$ cat src/rtl/emw_defines.svh
// Purpose: Offsets, field positions, reset values and limits of the wait-state controller
// Assumes: 32-bit register port, byte offsets
// Notes:   Included by the controller and the bench
`ifndef EMW_DEFINES_SVH
`define EMW_DEFINES_SVH

`define EMW_OFS_CONTROL     8'h00
`define EMW_OFS_WAIT_MIN    8'h04
`define EMW_OFS_STATUS      8'h08
`define EMW_OFS_MAP_SELECT  8'h0C

`define EMW_CTL_ENABLE      0
`define EMW_CTL_FAST        1
`define EMW_CTL_LOCK_I      2
`define EMW_CTL_LOCK_D      3
`define EMW_CTL_PRIM_D      4
`define EMW_CTL_CLK_LO      8
`define EMW_CTL_CLK_HI      9

`define EMW_WM_BURST_LO     0
`define EMW_WM_BURST_HI     2
`define EMW_WM_SIMPLE_LO    4
`define EMW_WM_SIMPLE_HI    7

`define EMW_RST_CONTROL     10'h101
`define EMW_RST_BURST_MIN   3'h1
`define EMW_RST_SIMPLE_MIN  4'h2

`define EMW_MEM_CLK_MIN     2'h1
`define EMW_MEM_CLK_MAX     2'h2
`define EMW_BURST_MIN_LO    3'h1
`define EMW_BURST_MIN_HI    3'h4
`define EMW_SIMPLE_MIN_LO   4'h2
`define EMW_SIMPLE_MIN_HI   4'h9

`define EMW_SLOW_KHZ        16670
`define EMW_FAST_KHZ        20000
`define EMW_VFAST_KHZ       25000

`endif

$ cat src/rtl/emw_pkg.sv
// Purpose: Types shared by the wait-state controller and its bench
// Assumes: Two processor buses, index 0 instruction, index 1 data
// Notes:   Constants live in emw_defines.svh
package emw_pkg;
    typedef struct packed {
        logic first;
        logic burst;
        logic simple;
        logic overlay;
        logic tgt_ready;
        logic type_hit;
    } emw_bus_in_s;

    typedef enum logic {EMW_IDLE, EMW_WAIT} emw_state_e;

    typedef enum logic [1:0] {EMW_RATE_SLOW, EMW_RATE_FAST, EMW_RATE_VFAST, EMW_RATE_OVER} emw_rate_e;
endpackage

$ cat src/rtl/emw_ctrl.sv
// Purpose: Wait-state and mapper timing control between two processor buses,
//          overlay memory and target memory
// Assumes: One processor clock, synchronous inputs, synchronous active-high reset
// Notes:   Bus 0 is the instruction bus, bus 1 the data bus
`timescale 1ns/1ps
`include "emw_defines.svh"
`default_nettype none

// Summary of operation
// - Normal speed adds no translation wait
// - Fast speed adds one translation wait
// - Mapper off makes speed setting irrelevant
// - Mapper off routes to target, no waits
// - Mapper off raises no memory-type breaks
// - Mapper off passes pipeline permit through
// - Fast mapper: dead cycle per new request
// - Dead cycle on first access only
// - Fast mapper blocks target pipeline permit
// - Translate with most recently loaded map
// - Overlay clocks per access: 1 or 2
// - Burst minimum waits configurable 1 to 4
// - Simple minimum waits configurable 2 to 9
// - Collision loser takes one extra cycle
// - Natural waits padded up to minimum
// - First overlay access adds resync cycle
// - Overlay accesses always take at least one wait
// - Fast target burst gets one wait
// - Analyzer rate is clock over 1+waits
// - Rate class selects allowed counting
// - Overlay waits are larger of natural count and the type's minimum
// - Locked overlay waits for later target ready
module emw_ctrl
    import emw_pkg::*;
#(
    parameter int PROC_KHZ = 25000
) (
    input  wire logic              sys_clk,
    input  wire logic              rst,
    input  wire logic [7:0]        reg_addr,
    input  wire logic [31:0]       reg_wdata,
    input  wire logic              reg_wr,
    input  wire logic              reg_rd,
    output logic      [31:0]       reg_rdata,
    input  wire emw_bus_in_s [1:0] bus_in,
    output logic      [1:0]        bus_ready,
    output logic      [1:0]        bus_to_target,
    output logic      [1:0]        mem_type_break,
    input  wire logic              target_pipe,
    output logic                   pipeline_permit,
    output logic      [7:0]        active_map,
    output emw_rate_e              rate_class,
    output logic                   count_state_ok,
    output logic                   count_time_ok
);

    logic [9:0]  ctl;
    logic [2:0]  burst_min;
    logic [3:0]  simple_min;
    logic [7:0]  map_sel;
    logic [9:0]  act_ctl;
    logic [2:0]  act_burst;
    logic [3:0]  act_simple;
    logic [3:0]  last_ws;
    logic [31:0] next_rdata;
    logic [1:0]  busy;
    logic [1:0]  start;

    wire wr_ctl = reg_wr && (reg_addr == `EMW_OFS_CONTROL);
    wire wr_wm  = reg_wr && (reg_addr == `EMW_OFS_WAIT_MIN);
    wire wr_map = reg_wr && (reg_addr == `EMW_OFS_MAP_SELECT);

    wire [1:0] wr_clk    = reg_wdata[`EMW_CTL_CLK_HI:`EMW_CTL_CLK_LO];
    wire [2:0] wr_burst  = reg_wdata[`EMW_WM_BURST_HI:`EMW_WM_BURST_LO];
    wire [3:0] wr_simple = reg_wdata[`EMW_WM_SIMPLE_HI:`EMW_WM_SIMPLE_LO];
    wire clk_ok    = (wr_clk >= `EMW_MEM_CLK_MIN) && (wr_clk <= `EMW_MEM_CLK_MAX);
    wire burst_ok  = (wr_burst >= `EMW_BURST_MIN_LO) && (wr_burst <= `EMW_BURST_MIN_HI);
    wire simple_ok = (wr_simple >= `EMW_SIMPLE_MIN_LO) && (wr_simple <= `EMW_SIMPLE_MIN_HI);

    // Out-of-range values are dropped so the live setting is always legal
    wire [1:0] ctl_clk_kept = clk_ok ? wr_clk : ctl[`EMW_CTL_CLK_HI:`EMW_CTL_CLK_LO];

    always_ff @(posedge sys_clk) begin
        if (rst) begin
            ctl        <= `EMW_RST_CONTROL;
            burst_min  <= `EMW_RST_BURST_MIN;
            simple_min <= `EMW_RST_SIMPLE_MIN;
            map_sel    <= 8'h00;
        end else begin
            if (wr_ctl)
                ctl <= {ctl_clk_kept, 3'h0, reg_wdata[`EMW_CTL_PRIM_D:0]};
            if (wr_wm && burst_ok)
                burst_min <= wr_burst;
            if (wr_wm && simple_ok)
                simple_min <= wr_simple;
            if (wr_map)
                map_sel <= reg_wdata[7:0];
        end
    end

    // Copy live settings only while no access is in flight or starting
    wire cfg_idle = (busy == 2'b00) && (start == 2'b00);

    always_ff @(posedge sys_clk) begin
        if (rst) begin
            act_ctl    <= `EMW_RST_CONTROL;
            act_burst  <= `EMW_RST_BURST_MIN;
            act_simple <= `EMW_RST_SIMPLE_MIN;
            active_map <= 8'h00;
        end else if (cfg_idle) begin
            act_ctl    <= ctl;
            act_burst  <= burst_min;
            act_simple <= simple_min;
            active_map <= map_sel;
        end
    end

    wire       enable  = act_ctl[`EMW_CTL_ENABLE];
    wire       fast    = act_ctl[`EMW_CTL_FAST];
    wire       prim_d  = act_ctl[`EMW_CTL_PRIM_D];
    wire [3:0] mem_clk = {2'h0, act_ctl[`EMW_CTL_CLK_HI:`EMW_CTL_CLK_LO]};
    wire [1:0] lock    = act_ctl[`EMW_CTL_LOCK_D:`EMW_CTL_LOCK_I];

    // Speed setting only matters with the mapper on
    wire xlate_on = enable && fast;

    // Pipelining cannot coexist with the per-access translation cycle
    assign pipeline_permit = target_pipe && !xlate_on;

    wire [1:0] ovl_start;
    wire       collide = ovl_start[0] && ovl_start[1];
    logic [1:0] ws_done;
    logic [3:0] ws_calc [2];

    genvar b;
    generate
        for (b = 0; b < 2; b++) begin : g_bus
            emw_state_e state;
            logic [3:0] cnt;
            logic       need_tgt;

            wire req  = bus_in[b].first || bus_in[b].burst;
            wire ovl  = enable && bus_in[b].overlay;
            wire lost = collide && (prim_d ? (b == 0) : (b == 1));
            wire xl   = xlate_on && bus_in[b].first;
            wire [3:0] cyc = {3'h0, xl} + mem_clk + {3'h0, lost} + {3'h0, bus_in[b].first};
            wire [3:0] natural = cyc - 4'h1;
            wire [3:0] cfg_min = bus_in[b].simple ? act_simple : {1'b0, act_burst};
            // Overlay always has at least one wait
            wire [3:0] ovl_ws = (natural > cfg_min) ? natural : cfg_min;
            wire [3:0] tgt_ws = (xl || (xlate_on && bus_in[b].burst)) ? 4'h1 : 4'h0;
            wire [3:0] ws     = ovl ? ovl_ws : tgt_ws;
            wire       n_tgt  = !ovl || lock[b];

            assign start[b]     = enable && (state == EMW_IDLE) && req;
            assign ovl_start[b] = start[b] && ovl;
            assign busy[b]      = (state == EMW_WAIT);
            assign ws_calc[b]   = ws;

            wire idle_done = start[b] && (ws == 4'h0) && bus_in[b].tgt_ready;
            // Ready from target is only heard once the local count has run out
            wire wait_done = busy[b] && (cnt == 4'h0) && (!need_tgt || bus_in[b].tgt_ready);

            assign bus_ready[b] = enable ? (idle_done || wait_done) : bus_in[b].tgt_ready;
            assign bus_to_target[b] = !ovl;
            assign mem_type_break[b] = enable && req && bus_in[b].type_hit;
            assign ws_done[b] = bus_ready[b] && bus_in[b].burst;

            always_ff @(posedge sys_clk) begin
                if (rst) begin
                    state    <= EMW_IDLE;
                    cnt      <= 4'h0;
                    need_tgt <= 1'b0;
                end else begin
                    case (state)
                        EMW_IDLE: begin
                            if (start[b] && !idle_done) begin
                                state    <= EMW_WAIT;
                                cnt      <= (ws == 4'h0) ? 4'h0 : ws - 4'h1;
                                need_tgt <= n_tgt;
                            end
                        end
                        EMW_WAIT: begin
                            if (cnt != 4'h0)
                                cnt <= cnt - 4'h1;
                            else if (wait_done)
                                state <= EMW_IDLE;
                        end
                        default: state <= EMW_IDLE;
                    endcase
                end
            end

        end
    endgenerate

    // Rate class from the most recent burst transfer's waits
    always_ff @(posedge sys_clk) begin
        if (rst)
            last_ws <= 4'h0;
        else if (ws_done[1])
            last_ws <= ws_calc[1];
        else if (ws_done[0])
            last_ws <= ws_calc[0];
    end

    wire [31:0] div = {28'h0, last_ws} + 32'h1;
    wire [31:0] pk  = PROC_KHZ;
    assign rate_class = (pk <= `EMW_SLOW_KHZ * div) ? EMW_RATE_SLOW :
                        (pk <= `EMW_FAST_KHZ * div) ? EMW_RATE_FAST :
                        (pk <= `EMW_VFAST_KHZ * div) ? EMW_RATE_VFAST : EMW_RATE_OVER;
    assign count_time_ok  = (rate_class == EMW_RATE_SLOW);
    assign count_state_ok = (rate_class == EMW_RATE_SLOW) || (rate_class == EMW_RATE_FAST);

    wire [31:0] rd_ctl    = {22'h0, ctl};
    wire [31:0] rd_wm     = {24'h0, simple_min, 1'b0, burst_min};
    wire [31:0] rd_status = {16'h0, active_map, busy, rate_class, last_ws};
    wire [31:0] rd_map    = {24'h0, map_sel};

    always_comb begin
        next_rdata = 32'h0;
        if (reg_rd) begin
            case (reg_addr)
                `EMW_OFS_CONTROL:    next_rdata = rd_ctl;
                `EMW_OFS_WAIT_MIN:   next_rdata = rd_wm;
                `EMW_OFS_STATUS:     next_rdata = rd_status;
                `EMW_OFS_MAP_SELECT: next_rdata = rd_map;
                default:             next_rdata = 32'h0;
            endcase
        end
    end

    always_ff @(posedge sys_clk) begin
        if (rst)
            reg_rdata <= 32'h0;
        else
            reg_rdata <= next_rdata;
    end
endmodule

`default_nettype wire

$ cat config.mk
export PLATFORM = sky130hd
export DESIGN_NAME = emw_ctrl
export DESIGN_NICKNAME = d
export VERILOG_FILES = /design/src/rtl/emw_pkg.sv /design/src/rtl/emw_ctrl.sv
export VERILOG_INCLUDE_DIRS = /design/src /design/src/rtl
export SDC_FILE = /design/constraint.sdc
export NUM_CORES = 1
export LEC_CHECK = 0
export BUFFER_PORTS_ARGS = -buffer_cell sky130_fd_sc_hd__buf_2
export CAP_MARGIN = 20
export CORE_ASPECT_RATIO = 0.75
export CORE_MARGIN = 2
export CORE_UTILIZATION = 58
export CTS_BUF_LIST = sky130_fd_sc_hd__clkbuf_4
export DETAILED_ROUTE_END_ITERATION = 10
export PLACE_DENSITY = 0.92
export SYNTH_ARGS = -nofsm -noshare
export SYNTH_HDL_FRONTEND = slang
export SYNTH_SLANG_ARGS = --single-unit
export TNS_END_PERCENT = 5
$ cat constraint.sdc
create_clock -name sys_clk -period 7.9 [get_ports sys_clk]
set_clock_uncertainty 0.15 [all_clocks]
set_input_delay 1.58 -clock sys_clk [delete_from_list [all_inputs] [get_ports sys_clk]]
set_output_delay 1.58 -clock sys_clk [all_outputs]
set_load 0.02 [all_outputs]
# Word-level counts from Yosys, hierarchy flattened
# Cells that the tools add are included.
[word_totals]
reg_bits = 92
latchBits = 0
mem_bits_rw = 0
mem_bits_ro = 0
in_bits = 57
elab_cells = 166
mem_count = 0
[classes]
add_sub_neg = 13
multipliers = 3
div_mod_pow = 0
magnitude_cmp = 11
n_eq_ne = 8
shifts = 0
mux = 34
bitwise_logic = 3
reduce_logical = 77
[ops]
columns = ["operator", "n"]
rows = [
  ["16-bit one-hot mux with 4 select lines", 1],
  ["15-bit by 20-bit <= comparator with 1-bit output (first input constant)", 3],
  ["4-bit two-way mux", 14],
  ["1-bit logical AND", 42],
  ["4-bit by 1-bit subtractor with 4-bit output (second input constant)", 6],
  ["14-bit by 5-bit multiplier with 19-bit output (first input constant)", 1],
  ["12-bit by 5-bit multiplier with 17-bit output (first input constant)", 1],
  ["8-bit by 4-bit equality test with 1-bit output (second input constant)", 2],
  ["4-bit zero test", 4],
  ["4-bit one-hot mux with 2 select lines", 2],
  ["10-bit by 5-bit multiplier with 15-bit output (first input constant)", 1],
  ["1-bit two-way mux", 13],
  ["1-bit logical OR", 11],
  ["2-bit AND reduction", 5],
  ["3-bit by 1-bit adder with 4-bit output", 2],
  ["4-bit by 1-bit adder with 4-bit output", 2],
  ["8-bit by 3-bit equality test with 1-bit output (second input constant)", 1],
  ["4-bit greater-than comparator", 2],
  ["8-bit zero test", 1],
  ["2-bit by 1-bit inequality test with 1-bit output (second input constant)", 4],
  ["4-bit nonzero test", 2],
  ["1-bit zero test", 7],
  ["1-bit by 2-bit adder with 3-bit output", 2],
  ["2-bit zero test", 3],
  ["13 further kinds", 17],
]

# Longest topological paths before layout
[logic_depth]
word_depth = 20
mapped_depth = 21
mapped_depth_nobuf = 19

# Worst setup path after synthesis
# No wires, ideal clock.
[synth_path]
path_kind = "input to output"
startpoint = "input port bus_in[4] in the netlist's numbering"
endpoint = "output port bus_ready[0]"
arrival_time_ns = 5.231
required_ns = 6.170
setup_slack_ns = 0.939
cell_stages = 15
cell_sequence = "o21ai_0 -> nor2_1 -> nand4_1 -> or2_2 -> ha_1 -> fa_1 -> inv_1 -> fa_1 -> ha_1 -> and3b_4 -> a2111oi_4 -> or2_1 -> a211oi_2 -> nor2_2 -> a41o_1"
[synth_via]
elab_chain_len = 16
word_cells_on_any_way = 19
classes_between = "add/sub: 3; order compare: 1; mux: 4; reduce/logical: 11"
[synth_lines]
columns = ["element", "line", "source"]
rows = [
  ["start: declaration", "emw_ctrl.sv:44", "input wire emw_bus_in_s [1:0] bus_in,"],
  ["1-bit logical OR", "emw_ctrl.sv:141", "wire req = bus_in[b].first || bus_in[b].burst;"],
  ["1-bit logical AND", "emw_ctrl.sv:154", "assign start[b] = enable && (state == EMW_IDLE) && req;"],
  ["1-bit logical AND", "emw_ctrl.sv:155", "assign ovl_start[b] = start[b] && ovl;"],
  ["1-bit logical AND", "emw_ctrl.sv:130", "wire collide = ovl_start[0] && ovl_start[1];"],
  ["1-bit logical AND", "emw_ctrl.sv:143", "wire lost = collide && (prim_d ? (b == 0) : (b == 1));"],
  ["3-bit by 1-bit adder with 4-bit output", "emw_ctrl.sv:145", "wire [3:0] cyc = {3'h0, xl} + mem_clk + {3'h0, lost} + {3'h0, bus_in[b].first};"],
  ["4-bit by 1-bit adder with 4-bit output", "emw_ctrl.sv:145", ""],
  ["4-bit by 1-bit subtractor with 4-bit output", "emw_ctrl.sv:146", "wire [3:0] natural = cyc - 4'h1;"],
  ["4-bit greater-than comparator", "emw_ctrl.sv:149", "wire [3:0] ovl_ws = (natural > cfg_min) ? natural : cfg_min;"],
  ["4-bit two-way mux", "emw_ctrl.sv:149", ""],
  ["4-bit two-way mux", "emw_ctrl.sv:151", "wire [3:0] ws = ovl ? ovl_ws : tgt_ws;"],
  ["4-bit zero test", "emw_ctrl.sv:159", "wire idle_done = start[b] && (ws == 4'h0) && bus_in[b].tgt_ready;"],
  ["1-bit logical AND (*) (2 in series)", "emw_ctrl.sv:159", ""],
  ["1-bit logical OR (*)", "emw_ctrl.sv:163", "assign bus_ready[b] = enable ? (idle_done || wait_done) : bus_in[b].tgt_ready;"],
  ["1-bit two-way mux (*)", "emw_ctrl.sv:163", ""],
  ["end: declaration", "emw_ctrl.sv:45", "output logic [1:0] bus_ready,"],
]
# Every way passes the cells marked *; elsewhere a longest branch is shown, timed or not.

# Final worst setup path
[layout_path]
startpoint = "input port bus_in[11] in the netlist's numbering"
endpoint = "output port bus_ready[0]"
[layout_via]
elab_chain_len = 16
[layout_lines]
columns = ["element", "line"]
rows = [
  ["1-bit logical OR (*)", "emw_ctrl.sv:141"],
  ["1-bit logical AND (*)", "emw_ctrl.sv:154"],
  ["1-bit logical AND (*)", "emw_ctrl.sv:155"],
  ["1-bit logical AND (*)", "emw_ctrl.sv:130"],
  ["1-bit logical AND (*)", "emw_ctrl.sv:143"],
  ["3-bit by 1-bit adder with 4-bit output (*)", "emw_ctrl.sv:145"],
  ["4-bit by 1-bit adder with 4-bit output (*)", "emw_ctrl.sv:145"],
  ["4-bit by 1-bit subtractor with 4-bit output (*)", "emw_ctrl.sv:146"],
  ["4-bit greater-than comparator", "emw_ctrl.sv:149"],
  ["4-bit two-way mux (*)", "emw_ctrl.sv:149"],
  ["4-bit two-way mux (*)", "emw_ctrl.sv:151"],
  ["4-bit zero test (*)", "emw_ctrl.sv:159"],
  ["1-bit logical AND (*) (2 in series)", "emw_ctrl.sv:159"],
  ["1-bit logical OR (*)", "emw_ctrl.sv:163"],
  ["1-bit two-way mux (*)", "emw_ctrl.sv:163"],
]
# Marked as above.

==> results.py <==
metrics = {
    "outcome": {
        "outcome": "completed",
    },
    "clock_tree": {
        "clockBufferDepth": 2,
        "cts_tree": "yes",
        "postCtsHoldBufs": 0,
        "clkLatencyLatePin_ns": 0.43,
        "clock_sinks": 76,
        "clk_pin_slew_ns": 0.14,
        "root_buffer": "clkbuf_4",
        "cts_made_buffers": 9,
        "postCtsSetupBuffers": 0,
        "cts-htree-levels": 3,
        "ctsResizeCount": 0,
    },
    "grt": {
        "antenna_found_initial": 0,
        "grt_overflow": 0,
        "grt_pass1_vias": 4914,
        "grt_max_degree": 53,
        "track_usage": 0.270,
        "grt_first_pass_wirelength_mm": 23.1,
    },
    "critical_path": {
        "cp-start-kind": "input port",
        "worstPathArrival_ns": 5.78,
        "endpoint_kind": "output pin",
        "cp_max_fo": 6,
        "crit_required_ns": 6.17,
        "critPathKind": "in2out",
    },
    "detailed_routing": {
        "postRouteAntennaNets": 0,
        "drtIter0Drc": 360,
        "drc": 0,
        "dr.pass1.iters": 6,
        "routedWlPerCell_microns": 16.5,
        "num_vias": 5277,
        "wl_mm": 14.5,
        "viasPerCell": 6.02,
    },
    "die": {
        "die_h_microns": 89.7,
        "die_area_sq_um": 10600,
        "pin_count": 108,
        "start_util": 0.592,
        "die_x_microns": 118,
        "rows": 31,
        "coreArea_sq_um": 9580,
    },
    "synth": {
        "synth_cell_types": 68,
        "avgSynthCellArea_sq_um": 8.34,
        "yosysSeqAreaShare": 0.268,
        "synth-edff-count": 0,
        "synth_flop_cell": "dfxtp_1",
        "synthesis.area_sq_um": 5670,
        "synthCells": 680,
        "async_reset_ff_frac": 0,
        "ys_ff_latch": 76,
        "yosys_warnings": 0,
    },
    "timing": {
        "hold_viol_final": 0,
        "setup_viol": 0,
        "grt_setup_unrepaired": "no",
        "drv_slew": 0,
        "finalCriticalPeriod_ns": 7.51,
        "finalSetupTns_ns": 0,
        "tightest_slew_ns": 0.991,
        "max_freq_mhz": 133,
        "min_period_over_period": 0.951,
        "setup_ws_ns": 0.390,
        "max_slew_margin": 0.340,
    },
    "pwr": {
        "combPwrFrac": 0.468,
        "p_clk_frac": 0.194,
        "switching_power_w": 0.000567,
        "p_per_area_nw_per_um2": 212,
        "sequentialPowerShare": 0.338,
        "ir_drop_uv": 116,
        "intPower_w": 0.000751,
        "switching_share": 0.430,
        "p_leak_nw": 2.95,
    },
    "finish": {
        "syn2layout_area_growth_pct": 9.64,
        "diodes": 0,
        "drive_above_1_share": 0.162,
        "nets": 875,
    },
    "worst_hold_path": {
        "hold_class": "reg2reg",
    },
    "flow_run": {
        "max-cap-violations": 0,
    },
    "place": {
        "dp_hpwl_mm": 11.1,
        "place_ws_ns": 0.424,
        "io_buffers": 69,
        "gp_congestion": 0.936,
    },
}
## Yosys cell counts (all sizes together) (3+ instances only)
cell type	instances	area (sq um)
mux4	3	67.6
o31ai	3	22.5
a22oi	4	30.0
a21oi	52	260
buf	20	138
clkbuf	21	78.8
inv	41	154
or3	3	18.8
and3b	3	30.0
nand2	86	325
nand2b	7	43.8
xor2	5	43.8
mux2	6	71.3
a31oi	4	25.0
a31o	3	26.3
xnor2	10	87.6
nand3	18	90.1
nor2b	10	62.6
or2	4	25.0
a21o	5	37.5
dfxtp	76	1520
o21a	5	37.5
nand4	8	50.1
o22ai	9	56.3
nor3b	5	37.5
fa	9	180
nor4	4	25.0
a211o	5	43.8
a211oi	15	135
and2	10	65.1
o211ai	11	82.6
nor3	7	35.0
mux2i	26	260
nor2	61	241
and3	5	31.3
ha	69	863
o21ai	24	124
## placed cells by master (no fill, tap or decap), types with 11 or more instances in the layout
cell,Yosys,layout
nand3_1,18,18
dfxtp_1,76,76
a211oi_1,12,11
buf_2,2,69
conb_1,1,16
inv_1,41,41
nand2_1,85,85
ha_1,69,69
a21oi_1,52,52
mux2i_1,26,26
nor2_1,58,58
o21ai_0,23,23
o211ai_1,11,11
## worst max-delay path, stage by stage
cell,delay [ns]
buf_2,0.10
o21ai_0,0.11
nor2_1,0.21
nand4_1,0.13
or2_2,0.29
ha_1,0.31
fa_1,0.42
inv_1,0.09
fa_1,0.45
ha_1,0.33
and3b_4,0.19
a2111oi_4,0.40
or2_1,0.29
a211oi_2,0.15
nor2_2,0.29
a41o_1,0.26
buf_2,0.17
## flip-flops by register name (all words and copies together) (netlist names)
name,count
reg_rdata,16
active_map,8
g_bus.cnt,8
map_sel,8
act_ctl,7
ctl,7
act_simple,4
last_ws,4
simple_min,4
act_burst,3
burst_min,3
g_bus.need_tgt,2
g_bus.state,2
## per-stage QoR
stage / area, sq um / utilization / hold slack, ns / power, W / instances
final: 6220 / 0.649 / 0.323 / 0.00132 / 877
after global placement: 6070 / 0.634 / 0.298 / 0.00102 / 861
after global routing: 6220 / 0.649 / 0.336 / 0.00140 / 877
after detailed placement: 6070 / 0.634 / 0.315 / 0.00105 / 861
after CTS: 6220 / 0.649 / 0.333 / 0.00131 / 877
after floorplan: 5730 / - / 0.286 / 0.000898 / 695
## cell families after synthesis
family,after synthesis,share of synthesized area
flip-flops,76,0.268
other,1,0.000661
adder cells (fa/ha/maj),78,0.184
AND/OR/NAND/NOR,236,0.198
buffers and inverters,83,0.0659
multiplexers,35,0.0704
AO/OA/AOI/OAI,156,0.189
XOR/XNOR,15,0.0232
## metal layers
layer,vias to the layer above,GRT usage,part of all wire
met3,25,0.0429,0.071
met2,222,0.480,0.49
met4,0,0.0876,0.014
met5,-,0,0
met1,2536,0.343,0.43
li1,2494,-,-
## final cells by class
class                      count  area [sq um]
timing repair buffer          75           390
clock buffer                  10          75.1
sequential                    76          1520
clock inverter                 6          71.3
tap                          132           165
multi-input combinational    536          3840
fill                         801          3360
inverter                      42           158
## power groups by stage
stage                     sequential [W]  clock, W  combinational (W)
after floorplan                 0.000427         0           0.000471
after global placement          0.000449         0           0.000571
after detailed placement        0.000452         0           0.000603
after CTS                       0.000443  0.000257           0.000611
after global routing            0.000448  0.000269           0.000681
final                           0.000446  0.000256           0.000617
## final timing paths
check                                        startpoint                      endpoint  slack [ns]  cells past startpoint
worst max-delay path                         bus_in[11]                  bus_ready[0]        0.39                     17
worst min-delay path                ctl[1]$_SDFFE_PP0P_       act_ctl[1]$_SDFFE_PP0P_        0.32                      2
worst max register to register  act_ctl[0]$_SDFFE_PP1P_  g_bus[0].cnt[2]$_SDFFE_PP0P_        2.34                     19
worst min register to register      ctl[1]$_SDFFE_PP0P_       act_ctl[1]$_SDFFE_PP0P_        0.32                      2
(Power assumes the default switching activity.)
